`src/common/scr_pkg.sv`:
```
// Shared constants for the synthesizer configuration register bank.
package scr_pkg;

    //////////////////////////////////////////////////////////////////////////////
    // Serial word framing.
    localparam int SCR_WORD_W = 24;
    localparam int SCR_SEL_W = 3;
    localparam logic [4:0] SCR_WORD_BITS = 5'h18;

    // Three low bits of a word pick the target register.
    localparam logic [2:0] SCR_SEL_MODULUS = 3'h1;
    localparam logic [2:0] SCR_SEL_FRACTION = 3'h2;
    localparam logic [2:0] SCR_SEL_DITHER = 3'h3;
    localparam logic [2:0] SCR_SEL_PUMP = 3'h4;
    localparam logic [2:0] SCR_SEL_LO_PATH = 3'h5;

    //////////////////////////////////////////////////////////////////////////////
    // Field positions (low bit) and widths.
    localparam int SCR_DIV_LSB = 3;
    localparam int SCR_DIV_W = 11;
    localparam int SCR_DRST_LSB = 3;
    localparam int SCR_DRST_W = 17;
    localparam int SCR_DEN_BIT = 20;
    localparam int SCR_DMAG_LSB = 21;
    localparam int SCR_DMAG_W = 2;
    localparam int SCR_MUX_LSB = 5;
    localparam int SCR_MUX_W = 5;
    localparam int SCR_CPI_LSB = 10;
    localparam int SCR_CPI_W = 2;
    localparam int SCR_POFS_LSB = 12;
    localparam int SCR_POFS_W = 5;
    localparam int SCR_PPOL_BIT = 17;
    localparam int SCR_CPSRC_BIT = 18;
    localparam int SCR_REFS_LSB = 19;
    localparam int SCR_REFS_W = 2;
    localparam int SCR_LO_DRV_BIT = 3;
    localparam int SCR_LO_IN_BIT = 4;
    localparam int SCR_LO_DIV_BIT = 5;
    localparam int SCR_MBIAS_BIT = 6;
    localparam int SCR_MOUT_BIT = 7;

    //////////////////////////////////////////////////////////////////////////////
    // Power-up words.
    localparam logic [23:0] SCR_RST_MODULUS = 24'h00_3001;
    localparam logic [23:0] SCR_RST_FRACTION = 24'h00_1802;
    localparam logic [23:0] SCR_RST_DITHER = 24'h10_000b;
    localparam logic [23:0] SCR_RST_PUMP = 24'h0a_a7e4;
    localparam logic [23:0] SCR_RST_LO_PATH = 24'h00_00d5;

    // Dither magnitude code to magnitude; code zero is the power-up 15.
    localparam logic [3:0] SCR_DMAG_TABLE [4] = '{4'hf, 4'h7, 4'h3, 4'h1};

    // Nominal pump currents in microamps, by current code.
    localparam logic [9:0] SCR_CPI_TABLE [4] = '{10'h0fa, 10'h1f4, 10'h2ee, 10'h3e8};

    // Status mux code that routes lock detect.
    localparam logic [4:0] SCR_MUX_LOCK = 5'h1f;
    localparam int SCR_STATUS_W = 8;

endpackage : scr_pkg

```
`src/common/scr_word_if.sv`:
```
// Carrier for a completed 24-bit configuration word.
`timescale 1ns/10ps
`default_nettype none
interface scr_word_if;
    import scr_pkg::*;
    logic [SCR_WORD_W-1:0] word;
    logic valid;
    modport src (output word, output valid);
    modport dst (input word, input valid);
endinterface : scr_word_if
`default_nettype wire

```
`src/scr_lo_port_dec.sv`:
```
// LO port direction and ratio decode from the select pin and path bits.
`timescale 1ns/10ps
`default_nettype none
module scr_lo_port_dec (
    // Clock and reset.
    input wire logic clk_i,
    input wire logic rstn_i,
    // Pin and stored path bits.
    input wire logic lo_select_pin_i,
    input wire logic lo_divide_bit_i,
    input wire logic lo_input_bit_i,
    input wire logic lo_drive_bit_i,
    // Registered port mode.
    output logic lo_port_input_o,
    output logic lo_port_drive_o,
    output logic lo_port_double_o
);
    logic in_next, drv_next, dbl_next;

    always_comb begin
        in_next = !lo_select_pin_i && lo_input_bit_i && !lo_drive_bit_i;
        drv_next = !lo_input_bit_i && (lo_select_pin_i || lo_drive_bit_i);
        dbl_next = drv_next ? lo_divide_bit_i : in_next;
    end

    always_ff @(posedge clk_i or negedge rstn_i) begin
        if (!rstn_i) begin
            lo_port_input_o <= 1'b0;
            lo_port_drive_o <= 1'b0;
            lo_port_double_o <= 1'b0;
        end else begin
            lo_port_input_o <= in_next;
            lo_port_drive_o <= drv_next;
            lo_port_double_o <= dbl_next;
        end
    end
endmodule : scr_lo_port_dec
`default_nettype wire

```
`src/scr_serial_rx.sv`:
```
// Serial word receiver: shifts bits in and hands over whole words on latch.
`timescale 1ns/10ps
`default_nettype none
module scr_serial_rx
    import scr_pkg::*;
(
    // Clock and reset.
    input wire logic clk_i,
    input wire logic rstn_i,
    // Serial pins.
    input wire logic ser_clk_i,
    input wire logic ser_data_i,
    input wire logic ser_latch_i,
    // Completed words.
    scr_word_if.src word_if
);
    logic sclk_q_reg, sclk_q_next, latch_q_reg, latch_q_next, valid_reg, valid_next;
    logic [SCR_WORD_W-1:0] shift_reg, shift_next, word_reg, word_next;
    logic [4:0] count_reg, count_next;
    logic sclk_rise, latch_rise;

    assign sclk_rise = ser_clk_i && !sclk_q_reg;
    assign latch_rise = ser_latch_i && !latch_q_reg;

    // Bits arrive most significant first; the count saturates so that extra
    // leading bits simply fall off the top.
    always_comb begin
        sclk_q_next = ser_clk_i;
        latch_q_next = ser_latch_i;
        shift_next = shift_reg;
        count_next = count_reg;
        word_next = word_reg;
        valid_next = 1'b0;
        if (sclk_rise) begin
            shift_next = {shift_reg[SCR_WORD_W-2:0], ser_data_i};
            if (count_reg != SCR_WORD_BITS) begin
                count_next = count_reg + 5'h1;
            end
        end
        if (latch_rise) begin
            if (count_reg == SCR_WORD_BITS) begin
                word_next = shift_reg;
                valid_next = 1'b1;
            end
            count_next = 5'h0;
        end
    end

    always_ff @(posedge clk_i or negedge rstn_i) begin
        if (!rstn_i) begin
            sclk_q_reg <= 1'b0;
            latch_q_reg <= 1'b0;
            shift_reg <= '0;
            count_reg <= 5'h0;
            word_reg <= '0;
            valid_reg <= 1'b0;
        end else begin
            sclk_q_reg <= sclk_q_next;
            latch_q_reg <= latch_q_next;
            shift_reg <= shift_next;
            count_reg <= count_next;
            word_reg <= word_next;
            valid_reg <= valid_next;
        end
    end

    assign word_if.word = word_reg;
    assign word_if.valid = valid_reg;
endmodule : scr_serial_rx
`default_nettype wire

```
`src/scr_top.sv`:
```
// Configuration register bank of a fractional-N synthesizer and IQ modulator.
//
// Function
// - 010 writes fraction, 011 writes dither control.
// - 100 writes pump/reference, 101 writes LO path.
// - Eleven-bit modulus above selects, powers up 1536.
// - Dither enable powers up set.
// - Seventeen-bit dither restart value, any value.
// - Internal reference: bits 11:10 pick pump current.
// - Source bit set selects external set resistor.
// - Bits 16:12 set phase offset, 22.5 degree steps.
// - Bit 17 sets phase offset polarity.
// - Reference scaled by two, one, half, quarter.
// - Status pin selectable, lock detect by default.
// - Separate modulator bias and output enables.
// - Select low, input set, drive clear: port input.
// - Select low, input and drive clear: disabled.
// - Input clear, select or drive set: drive output; divide bit picks 1x/2x.
// - Oscillator bypass closes loop through LO port.
// - 001 writes the modulus register.
// - Oscillator equals twice detector times int+frac/mod.
`timescale 1ns/10ps
`default_nettype none
module scr_top
    import scr_pkg::*;
#(
    parameter int STATUS_W = SCR_STATUS_W
) (
    // Clock and reset.
    input wire logic clk_i,
    input wire logic rstn_i,
    // Serial configuration pins.
    input wire logic ser_clk_i,
    input wire logic ser_data_i,
    input wire logic ser_latch_i,
    // External LO select pin.
    input wire logic lo_select_pin_i,
    // Internal signals offered to the status pin.
    input wire logic lock_detect_i,
    input wire logic [STATUS_W-1:0] status_sources_i,
    // Divider settings.
    output logic [SCR_DIV_W-1:0] fractional_modulus_o,
    output logic [SCR_DIV_W-1:0] fractional_value_o,
    output logic fraction_in_range_o,
    // Sigma-delta dither.
    output logic dither_enable_o,
    output logic [3:0] dither_magnitude_o,
    output logic [SCR_DRST_W-1:0] dither_restart_o,
    // Charge pump, phase detector and reference path.
    output logic [SCR_CPI_W-1:0] charge_pump_current_sel_o,
    output logic [9:0] charge_pump_current_ua_o,
    output logic external_set_resistor_o,
    output logic [SCR_POFS_W-1:0] phase_offset_mult_o,
    output logic phase_offset_negative_o,
    output logic [SCR_REFS_W-1:0] reference_scale_sel_o,
    output logic [SCR_MUX_W-1:0] status_mux_sel_o,
    output logic multiplexed_status_pin_o,
    // Modulator and LO port.
    output logic modulator_bias_en_o,
    output logic modulator_output_en_o,
    output logic lo_port_input_o,
    output logic lo_port_drive_o,
    output logic lo_port_double_o,
    output logic oscillator_bypass_o
);

    //////////////////////////////////////////////////////////////////////////////
    // Serial word receiver.

    scr_word_if word_bus ();

    scr_serial_rx u_rx (
        .clk_i(clk_i),
        .rstn_i(rstn_i),
        .ser_clk_i(ser_clk_i),
        .ser_data_i(ser_data_i),
        .ser_latch_i(ser_latch_i),
        .word_if(word_bus)
    );

    logic [SCR_WORD_W-1:0] wd;
    logic [SCR_SEL_W-1:0] sel;
    assign wd = word_bus.word;
    assign sel = word_bus.word[SCR_SEL_W-1:0];

    //////////////////////////////////////////////////////////////////////////////
    // Configuration fields.

    logic [SCR_DIV_W-1:0] modulus_reg, modulus_next;
    logic [SCR_DIV_W-1:0] fraction_reg, fraction_next;
    logic dither_en_reg, dither_en_next;
    logic [SCR_DMAG_W-1:0] dither_mag_reg, dither_mag_next;
    logic [SCR_DRST_W-1:0] dither_rst_reg, dither_rst_next;
    logic [SCR_CPI_W-1:0] cp_cur_reg, cp_cur_next;
    logic cp_src_reg, cp_src_next;
    logic [SCR_POFS_W-1:0] ph_ofs_reg, ph_ofs_next;
    logic ph_pol_reg, ph_pol_next;
    logic [SCR_REFS_W-1:0] ref_scale_reg, ref_scale_next;
    logic [SCR_MUX_W-1:0] mux_sel_reg, mux_sel_next;
    logic lo_div_reg, lo_div_next;
    logic lo_in_reg, lo_in_next;
    logic lo_drv_reg, lo_drv_next;
    logic mod_bias_reg, mod_bias_next;
    logic mod_out_reg, mod_out_next;

    // Only defined fields are lifted out of a word; reserved bits never reach
    // a configuration flip-flop, so whatever the host puts there has no effect.
    always_comb begin
        modulus_next = modulus_reg;
        fraction_next = fraction_reg;
        dither_en_next = dither_en_reg;
        dither_mag_next = dither_mag_reg;
        dither_rst_next = dither_rst_reg;
        cp_cur_next = cp_cur_reg;
        cp_src_next = cp_src_reg;
        ph_ofs_next = ph_ofs_reg;
        ph_pol_next = ph_pol_reg;
        ref_scale_next = ref_scale_reg;
        mux_sel_next = mux_sel_reg;
        lo_div_next = lo_div_reg;
        lo_in_next = lo_in_reg;
        lo_drv_next = lo_drv_reg;
        mod_bias_next = mod_bias_reg;
        mod_out_next = mod_out_reg;
        if (word_bus.valid) begin
            unique case (sel)
                SCR_SEL_MODULUS: begin
                    // A zero modulus is outside the legal range and is not taken.
                    if (wd[SCR_DIV_LSB +: SCR_DIV_W] != '0) begin
                        modulus_next = wd[SCR_DIV_LSB +: SCR_DIV_W];
                    end
                end
                SCR_SEL_FRACTION: begin
                    fraction_next = wd[SCR_DIV_LSB +: SCR_DIV_W];
                end
                SCR_SEL_DITHER: begin
                    dither_en_next = wd[SCR_DEN_BIT];
                    dither_mag_next = wd[SCR_DMAG_LSB +: SCR_DMAG_W];
                    dither_rst_next = wd[SCR_DRST_LSB +: SCR_DRST_W];
                end
                SCR_SEL_PUMP: begin
                    mux_sel_next = wd[SCR_MUX_LSB +: SCR_MUX_W];
                    cp_cur_next = wd[SCR_CPI_LSB +: SCR_CPI_W];
                    ph_ofs_next = wd[SCR_POFS_LSB +: SCR_POFS_W];
                    ph_pol_next = wd[SCR_PPOL_BIT];
                    cp_src_next = wd[SCR_CPSRC_BIT];
                    ref_scale_next = wd[SCR_REFS_LSB +: SCR_REFS_W];
                end
                SCR_SEL_LO_PATH: begin
                    lo_drv_next = wd[SCR_LO_DRV_BIT];
                    lo_in_next = wd[SCR_LO_IN_BIT];
                    lo_div_next = wd[SCR_LO_DIV_BIT];
                    mod_bias_next = wd[SCR_MBIAS_BIT];
                    mod_out_next = wd[SCR_MOUT_BIT];
                end
                // Integer, oscillator and external oscillator words belong
                // to other blocks and pass by untouched.
                default: begin
                end
            endcase
        end
    end

    always_ff @(posedge clk_i or negedge rstn_i) begin
        if (!rstn_i) begin
            modulus_reg <= SCR_RST_MODULUS[SCR_DIV_LSB +: SCR_DIV_W];
            fraction_reg <= SCR_RST_FRACTION[SCR_DIV_LSB +: SCR_DIV_W];
            dither_en_reg <= SCR_RST_DITHER[SCR_DEN_BIT];
            dither_mag_reg <= SCR_RST_DITHER[SCR_DMAG_LSB +: SCR_DMAG_W];
            dither_rst_reg <= SCR_RST_DITHER[SCR_DRST_LSB +: SCR_DRST_W];
            cp_cur_reg <= SCR_RST_PUMP[SCR_CPI_LSB +: SCR_CPI_W];
            cp_src_reg <= SCR_RST_PUMP[SCR_CPSRC_BIT];
            ph_ofs_reg <= SCR_RST_PUMP[SCR_POFS_LSB +: SCR_POFS_W];
            ph_pol_reg <= SCR_RST_PUMP[SCR_PPOL_BIT];
            ref_scale_reg <= SCR_RST_PUMP[SCR_REFS_LSB +: SCR_REFS_W];
            mux_sel_reg <= SCR_RST_PUMP[SCR_MUX_LSB +: SCR_MUX_W];
            lo_div_reg <= SCR_RST_LO_PATH[SCR_LO_DIV_BIT];
            lo_in_reg <= SCR_RST_LO_PATH[SCR_LO_IN_BIT];
            lo_drv_reg <= SCR_RST_LO_PATH[SCR_LO_DRV_BIT];
            mod_bias_reg <= SCR_RST_LO_PATH[SCR_MBIAS_BIT];
            mod_out_reg <= SCR_RST_LO_PATH[SCR_MOUT_BIT];
        end else begin
            modulus_reg <= modulus_next;
            fraction_reg <= fraction_next;
            dither_en_reg <= dither_en_next;
            dither_mag_reg <= dither_mag_next;
            dither_rst_reg <= dither_rst_next;
            cp_cur_reg <= cp_cur_next;
            cp_src_reg <= cp_src_next;
            ph_ofs_reg <= ph_ofs_next;
            ph_pol_reg <= ph_pol_next;
            ref_scale_reg <= ref_scale_next;
            mux_sel_reg <= mux_sel_next;
            lo_div_reg <= lo_div_next;
            lo_in_reg <= lo_in_next;
            lo_drv_reg <= lo_drv_next;
            mod_bias_reg <= mod_bias_next;
            mod_out_reg <= mod_out_next;
        end
    end

    //////////////////////////////////////////////////////////////////////////////
    // Derived settings: status mux, pump current, dither magnitude, range flag.

    logic status_reg, status_next;
    logic [9:0] cp_ua_reg, cp_ua_next;
    logic [3:0] mag_reg, mag_next;
    logic in_range_reg, in_range_next;

    always_comb begin
        status_next = 1'b0;
        if (mux_sel_reg == SCR_MUX_LOCK) begin
            status_next = lock_detect_i;
        end else begin
            for (int i = 0; i < STATUS_W; i++) begin
                if (mux_sel_reg == SCR_MUX_W'(i)) begin
                    status_next = status_sources_i[i];
                end
            end
        end
        // With the external resistor the nominal current is trimmed off chip,
        // so the reported figure drops to zero rather than guess at it.
        cp_ua_next = cp_src_reg ? 10'h000 : SCR_CPI_TABLE[cp_cur_reg];
        mag_next = SCR_DMAG_TABLE[dither_mag_reg];
        // Drops low when a host breaks the fraction bound; the divider still runs.
        in_range_next = fraction_reg < modulus_reg;
    end

    always_ff @(posedge clk_i or negedge rstn_i) begin
        if (!rstn_i) begin
            status_reg <= 1'b0;
            cp_ua_reg <= 10'h000;
            mag_reg <= 4'h0;
            in_range_reg <= 1'b0;
        end else begin
            status_reg <= status_next;
            cp_ua_reg <= cp_ua_next;
            mag_reg <= mag_next;
            in_range_reg <= in_range_next;
        end
    end

    //////////////////////////////////////////////////////////////////////////////
    // LO port decode.

    scr_lo_port_dec u_lo (
        .clk_i(clk_i),
        .rstn_i(rstn_i),
        .lo_select_pin_i(lo_select_pin_i),
        .lo_divide_bit_i(lo_div_reg),
        .lo_input_bit_i(lo_in_reg),
        .lo_drive_bit_i(lo_drv_reg),
        .lo_port_input_o(lo_port_input_o),
        .lo_port_drive_o(lo_port_drive_o),
        .lo_port_double_o(lo_port_double_o)
    );

    // In bypass the port takes the external oscillator while the pump keeps
    // steering it, so bypass is simply the input mode of the port.
    assign oscillator_bypass_o = lo_port_input_o;

    //////////////////////////////////////////////////////////////////////////////
    // Outputs, all straight from flip-flops.

    assign fractional_modulus_o = modulus_reg;
    assign fractional_value_o = fraction_reg;
    assign fraction_in_range_o = in_range_reg;
    assign dither_enable_o = dither_en_reg;
    assign dither_magnitude_o = mag_reg;
    assign dither_restart_o = dither_rst_reg;
    assign charge_pump_current_sel_o = cp_cur_reg;
    assign charge_pump_current_ua_o = cp_ua_reg;
    assign external_set_resistor_o = cp_src_reg;
    assign phase_offset_mult_o = ph_ofs_reg;
    assign phase_offset_negative_o = ph_pol_reg;
    assign reference_scale_sel_o = ref_scale_reg;
    assign status_mux_sel_o = mux_sel_reg;
    assign multiplexed_status_pin_o = status_reg;
    assign modulator_bias_en_o = mod_bias_reg;
    assign modulator_output_en_o = mod_out_reg;
endmodule : scr_top
`default_nettype wire
```
`config.mk`:
```
export PLATFORM = sky130hd
export DESIGN_NAME = scr_top
export DESIGN_NICKNAME = d
export VERILOG_FILES = /design/src/common/scr_pkg.sv /design/src/common/scr_word_if.sv /design/src/scr_lo_port_dec.sv /design/src/scr_serial_rx.sv /design/src/scr_top.sv
export SDC_FILE = /design/constraint.sdc
export NUM_CORES = 1
export LEC_CHECK = 0
export BUFFER_PORTS_ARGS = -buffer_cell sky130_fd_sc_hd__buf_2
export CAP_MARGIN = 20
export CELL_PAD_IN_SITES_DETAIL_PLACEMENT = 0
export CELL_PAD_IN_SITES_GLOBAL_PLACEMENT = 1
export CORE_ASPECT_RATIO = 0.8
export CORE_MARGIN = 2
export CORE_UTILIZATION = 25
export DETAILED_ROUTE_END_ITERATION = 12
export PLACE_DENSITY_LB_ADDON = 0.1
export SYNTH_ARGS = -nofsm -noshare
export SYNTH_HDL_FRONTEND = slang
export SYNTH_SLANG_ARGS = --single-unit
```
`constraint.sdc`:
```
create_clock -name clk_i -period 2.3 [get_ports clk_i]
set_input_delay 0.23 -clock clk_i [delete_from_list [all_inputs] [get_ports clk_i]]
set_output_delay 0.23 -clock clk_i [all_outputs]
set_load 0.02 [all_outputs]
```
==> Implementation_results.wiki <==
{| class="wikitable"
! Metric !! Value
|-
| Row count || 47
|-
| Maximum root-to-sink buffer count || 2
|-
| Status || finished, final reports clean
|-
| Htree depth || 4
|-
| Critical path start-end classification || flop to flop
|-
| Post-Synthesis Mean Instance Area || 14.8 um2
|-
| CP Launch Type || flop
|-
| DP Worst Slack || approximately 0.4 ns
|-
| Routability congestion estimate from global placement || between 0.7 and 0.8
|-
| Total routing resource utilization after global routing || 11.1%
|-
| Clock Latency Late Sink || 0.42 ns
|-
| Worst Hold Path EP || u_rx.shift_reg[0]
|-
| Vias in the first global route || between 3,000 and 4,000
|-
| Data required time of the critical path || 2.60 ns
|-
| Post-synthesis sequential area ratio || between 60% and 70%
|-
| EDFF count, synth || 0
|-
| Crit Path Max Fanout || 24
|-
| Total of warnings raised by yosys || 0
|-
| Part of the total power dissipated in the clock network || slightly above 50%
|-
| Ports placed on the boundary || 93
|-
| Layout Skew || around 0.0082 ns
|-
| Number of nets in the layout || just under 500
|-
| Class of the most critical hold timing path || input pin to flop
|-
| Post-route setup slack || between 0.4 and 0.5 ns
|-
| Total gr overflow || 0
|-
| Layout-stage area growth over the synthesis result || 27.7%
|-
| Final-report setup violation count || 0
|-
| Fin. Hold Viols || 0
|-
| Most area-hungry cell type in the Yosys netlist || dfrtp_1
|-
| Final antenna-violating net count || 0
|-
| Most common flop cell mapped by yosys || dfrtp_1
|-
| Routed vias || around 3,100
|-
| Hold path startpoint || ser_data_i
|-
| Unrepaired setup endpoints after global routing || false
|-
| Pin count of the biggest net entering global routing || roughly 50
|-
| Worst-path clk slew || around 0.060 ns
|-
| Max-slew violation count || 0
|-
| VDD IR max || between 0.0003 and 0.0004 V
|-
| Cell area power density || approximately 860 nW/um2
|-
| Buffer cell driving the clock tree root || clkbuf_16
|-
| Fraction of the cycle the final worst path needs || slightly above 80%
|-
| Internal Pwr Total || 4590 uW
|-
| Endpoint of the worst register-to-register path || u_rx.word_if.word[12]
|-
| Area of the core || around 21,000 um2
|-
| Max-slew headroom at the worst pin || approximately 63%
|-
| Net count after synthesis || 387
|-
| Final critical-path required period || about 1.9 ns
|-
| Filler Cell Count || 2,071
|-
| Wire length of the first global-routing pass || 19.0 mm
|-
| Port bufs || 91
|-
| Synth Instances || roughly 360
|-
| Vias per inst || 4.21
|-
| CTS tree || built
|-
| Accumulated negative setup slack || 0 ns
|-
| Switching Share || 21.4%
|-
| Avg WL per Cell || ~15 um
|-
| Total Wirelength || roughly 12 mm
|-
| Clock sink count || roughly 130
|-
| Pin slew with the least headroom to its limit || 0.552 ns
|-
| Length in cells of the worst reg-to-reg path || 6
|-
| Initial Utilization || between 20% and 30%
|-
| Area share of the largest cell type after synthesis || between 50% and 60%
|-
| Detail Placement HPWL || about 7.7 mm
|-
| Number of resized instances in the post-cts repair step || 0
|-
| Number of detailed-route iterations in the first pass || 4
|-
| DRC Markers || 0
|-
| Y dimension of the die || between 100 and 150 um
|-
| Number of DRC markers after the initial detailed-route iteration || between 100 and 150
|-
| Sw Pwr || approximately 1200 uW
|-
| Asr flop ratio synth || 100%
|-
| Antenna violations before repair || 0
|-
| Worst r2r src || u_rx.count_reg[0]
|-
| Sequential Power Share || 44.4%
|-
| Top cells by area in the synthesized netlist || dfrtp_1, mux2_2, dfstp_2, ha_1, o21ai_0
|-
| Kind of capture point of the worst setup path || flop
|-
| Die width || ~170 um
|-
| Leakage component of the power || 0.00337 uW
|-
| Worst reg2reg setup slack || ~0.43 ns
|-
| Synthesized cell area || about 5300 um2
|-
| Highest Clock Rate || 536 MHz
|-
| Number of diodes || 0
|-
| Hold Path Depth || 2
|-
| Ratio of cells with drive above 1 in the final layout || 52.8%
|-
| Post-synth cell types || 37
|-
| Max-capacitance violation count || 0
|-
| Number of register bits inferred by synthesis || roughly 130
|-
| TritonCTS buffer count || 17
|-
| Arrival time at the worst endpoint || 2.17 ns
|-
| Combinational group share of total power || 4.5%
|-
| Total Die Area || about 22,000 um2
|}
## kinds of logic after synthesis
group / after synthesis / synth area share (%)
AO/OA/AOI/OAI: 25 / 2.80
XOR/XNOR: 4 / 0.660
adder cells (fa/ha/maj): 13 / 3.06
buffers and inverters: 31 / 2.99
flip-flops: 133 / 63.1
multiplexers: 100 / 21.6
other: 2 / 0.141
AND/OR/NAND/NOR: 51 / 5.65
## power groups by stage
stage	clock, uW	sequential (uW)	combinational [uW]
floorplan	0	2600	172
global placement	0	2630	260
detailed placement	0	2630	267
CTS	3070	2590	273
global route	3180	2610	301
finish	2980	2590	263
## final cells by class
class	count	area, um2	share of cell area, %
Tap cell	269	337	4.96
Timing Repair Buffer	103	584	8.61
Clock inverter	12	201	2.97
Multi-Input combinational cell	195	1800	26.6
Inverter	16	60.1	0.885
Sequential cell	133	3350	49.4
Clock buffer	20	447	6.58
## critical path, cell delays in order, from the launching register on
cell and delay (ns):
dfrtp_1 0.40, inv_1 0.10, ha_1 0.21, nand4b_4 0.15, nor3b_4 0.18, buf_4 0.34
mux2_2 0.38
## placed cells by master (no fill, tap or decap), types with 3 or more instances in the layout
cell type / instances
buf_4: 7
buf_2: 90
nand3_1: 5
a21o_1: 3
nor2_1: 12
dlygate4sd3_1: 3
clkbuf_16: 17
mux2_2: 97
dfrtp_1: 114
ha_1: 13
o21ai_0: 14
a31oi_1: 3
dfstp_2: 19
inv_1: 16
bufinv_16: 5
nand2_1: 16
xor2_1: 3
## layer usage
metal | vias to the layer above | wire length, um | global-route usage, %
li1 | 1477 | - | -
met1 | 1592 | 5810 | 15.2
met2 | 69 | 4950 | 16.0
met3 | 11 | 598 | 3.57
met4 | 0 | 145 | 4.60
met5 | - | 0 | 0
## worst max-delay path by stage
stage	startpoint	end
2_1_floorplan	fractional_modulus_o[5]	fraction_in_range_o
4_1_cts	u_rx.count_reg[0]	u_rx.word_if.word[8]
3_5_place_dp	u_rx.count_reg[0]	u_rx.word_if.word[22]
5_1_grt	u_rx.count_reg[0]	u_rx.word_if.word[5]
6_report	u_rx.count_reg[0]	u_rx.word_if.word[12]
3_3_place_gp	u_rx.count_reg[0]	u_rx.word_if.word[12]
## Yosys cell counts (3+ instances only)
master	n
dfrtp_1	114
mux2_2	97
dfstp_2	19
inv_1	16
nand2_1	16
o21ai_0	14
ha_1	13
nor2_1	12
buf_2	7
buf_4	5
nand3_1	5
a21o_1	3
a31oi_1	3
nor2b_1	3
xor2_1	3
## per-stage QoR
step | std cells | util (%) | total power (uW) | instance area, um2 | hold slack [ns]
after floorplan | 359 | - | 2770 | 5310 | -0.0656
after global placement | 713 | 29.4 | 2890 | 6110 | 0.212
after detailed placement | 713 | 29.4 | 2900 | 6110 | 0.212
after CTS | 748 | 32.7 | 5930 | 6790 | 0.0286
after global routing | 748 | 32.7 | 6090 | 6790 | 0.0366
final | 748 | 32.7 | 5840 | 6790 | 0.0482
## repair_timing
action                    4_1_cts  5_1_grt
hold endpoints to repair       39        0
setup buffers                   0        0
hold buffers                    3        0
Note: power is estimated with default switching activity, not from simulation.
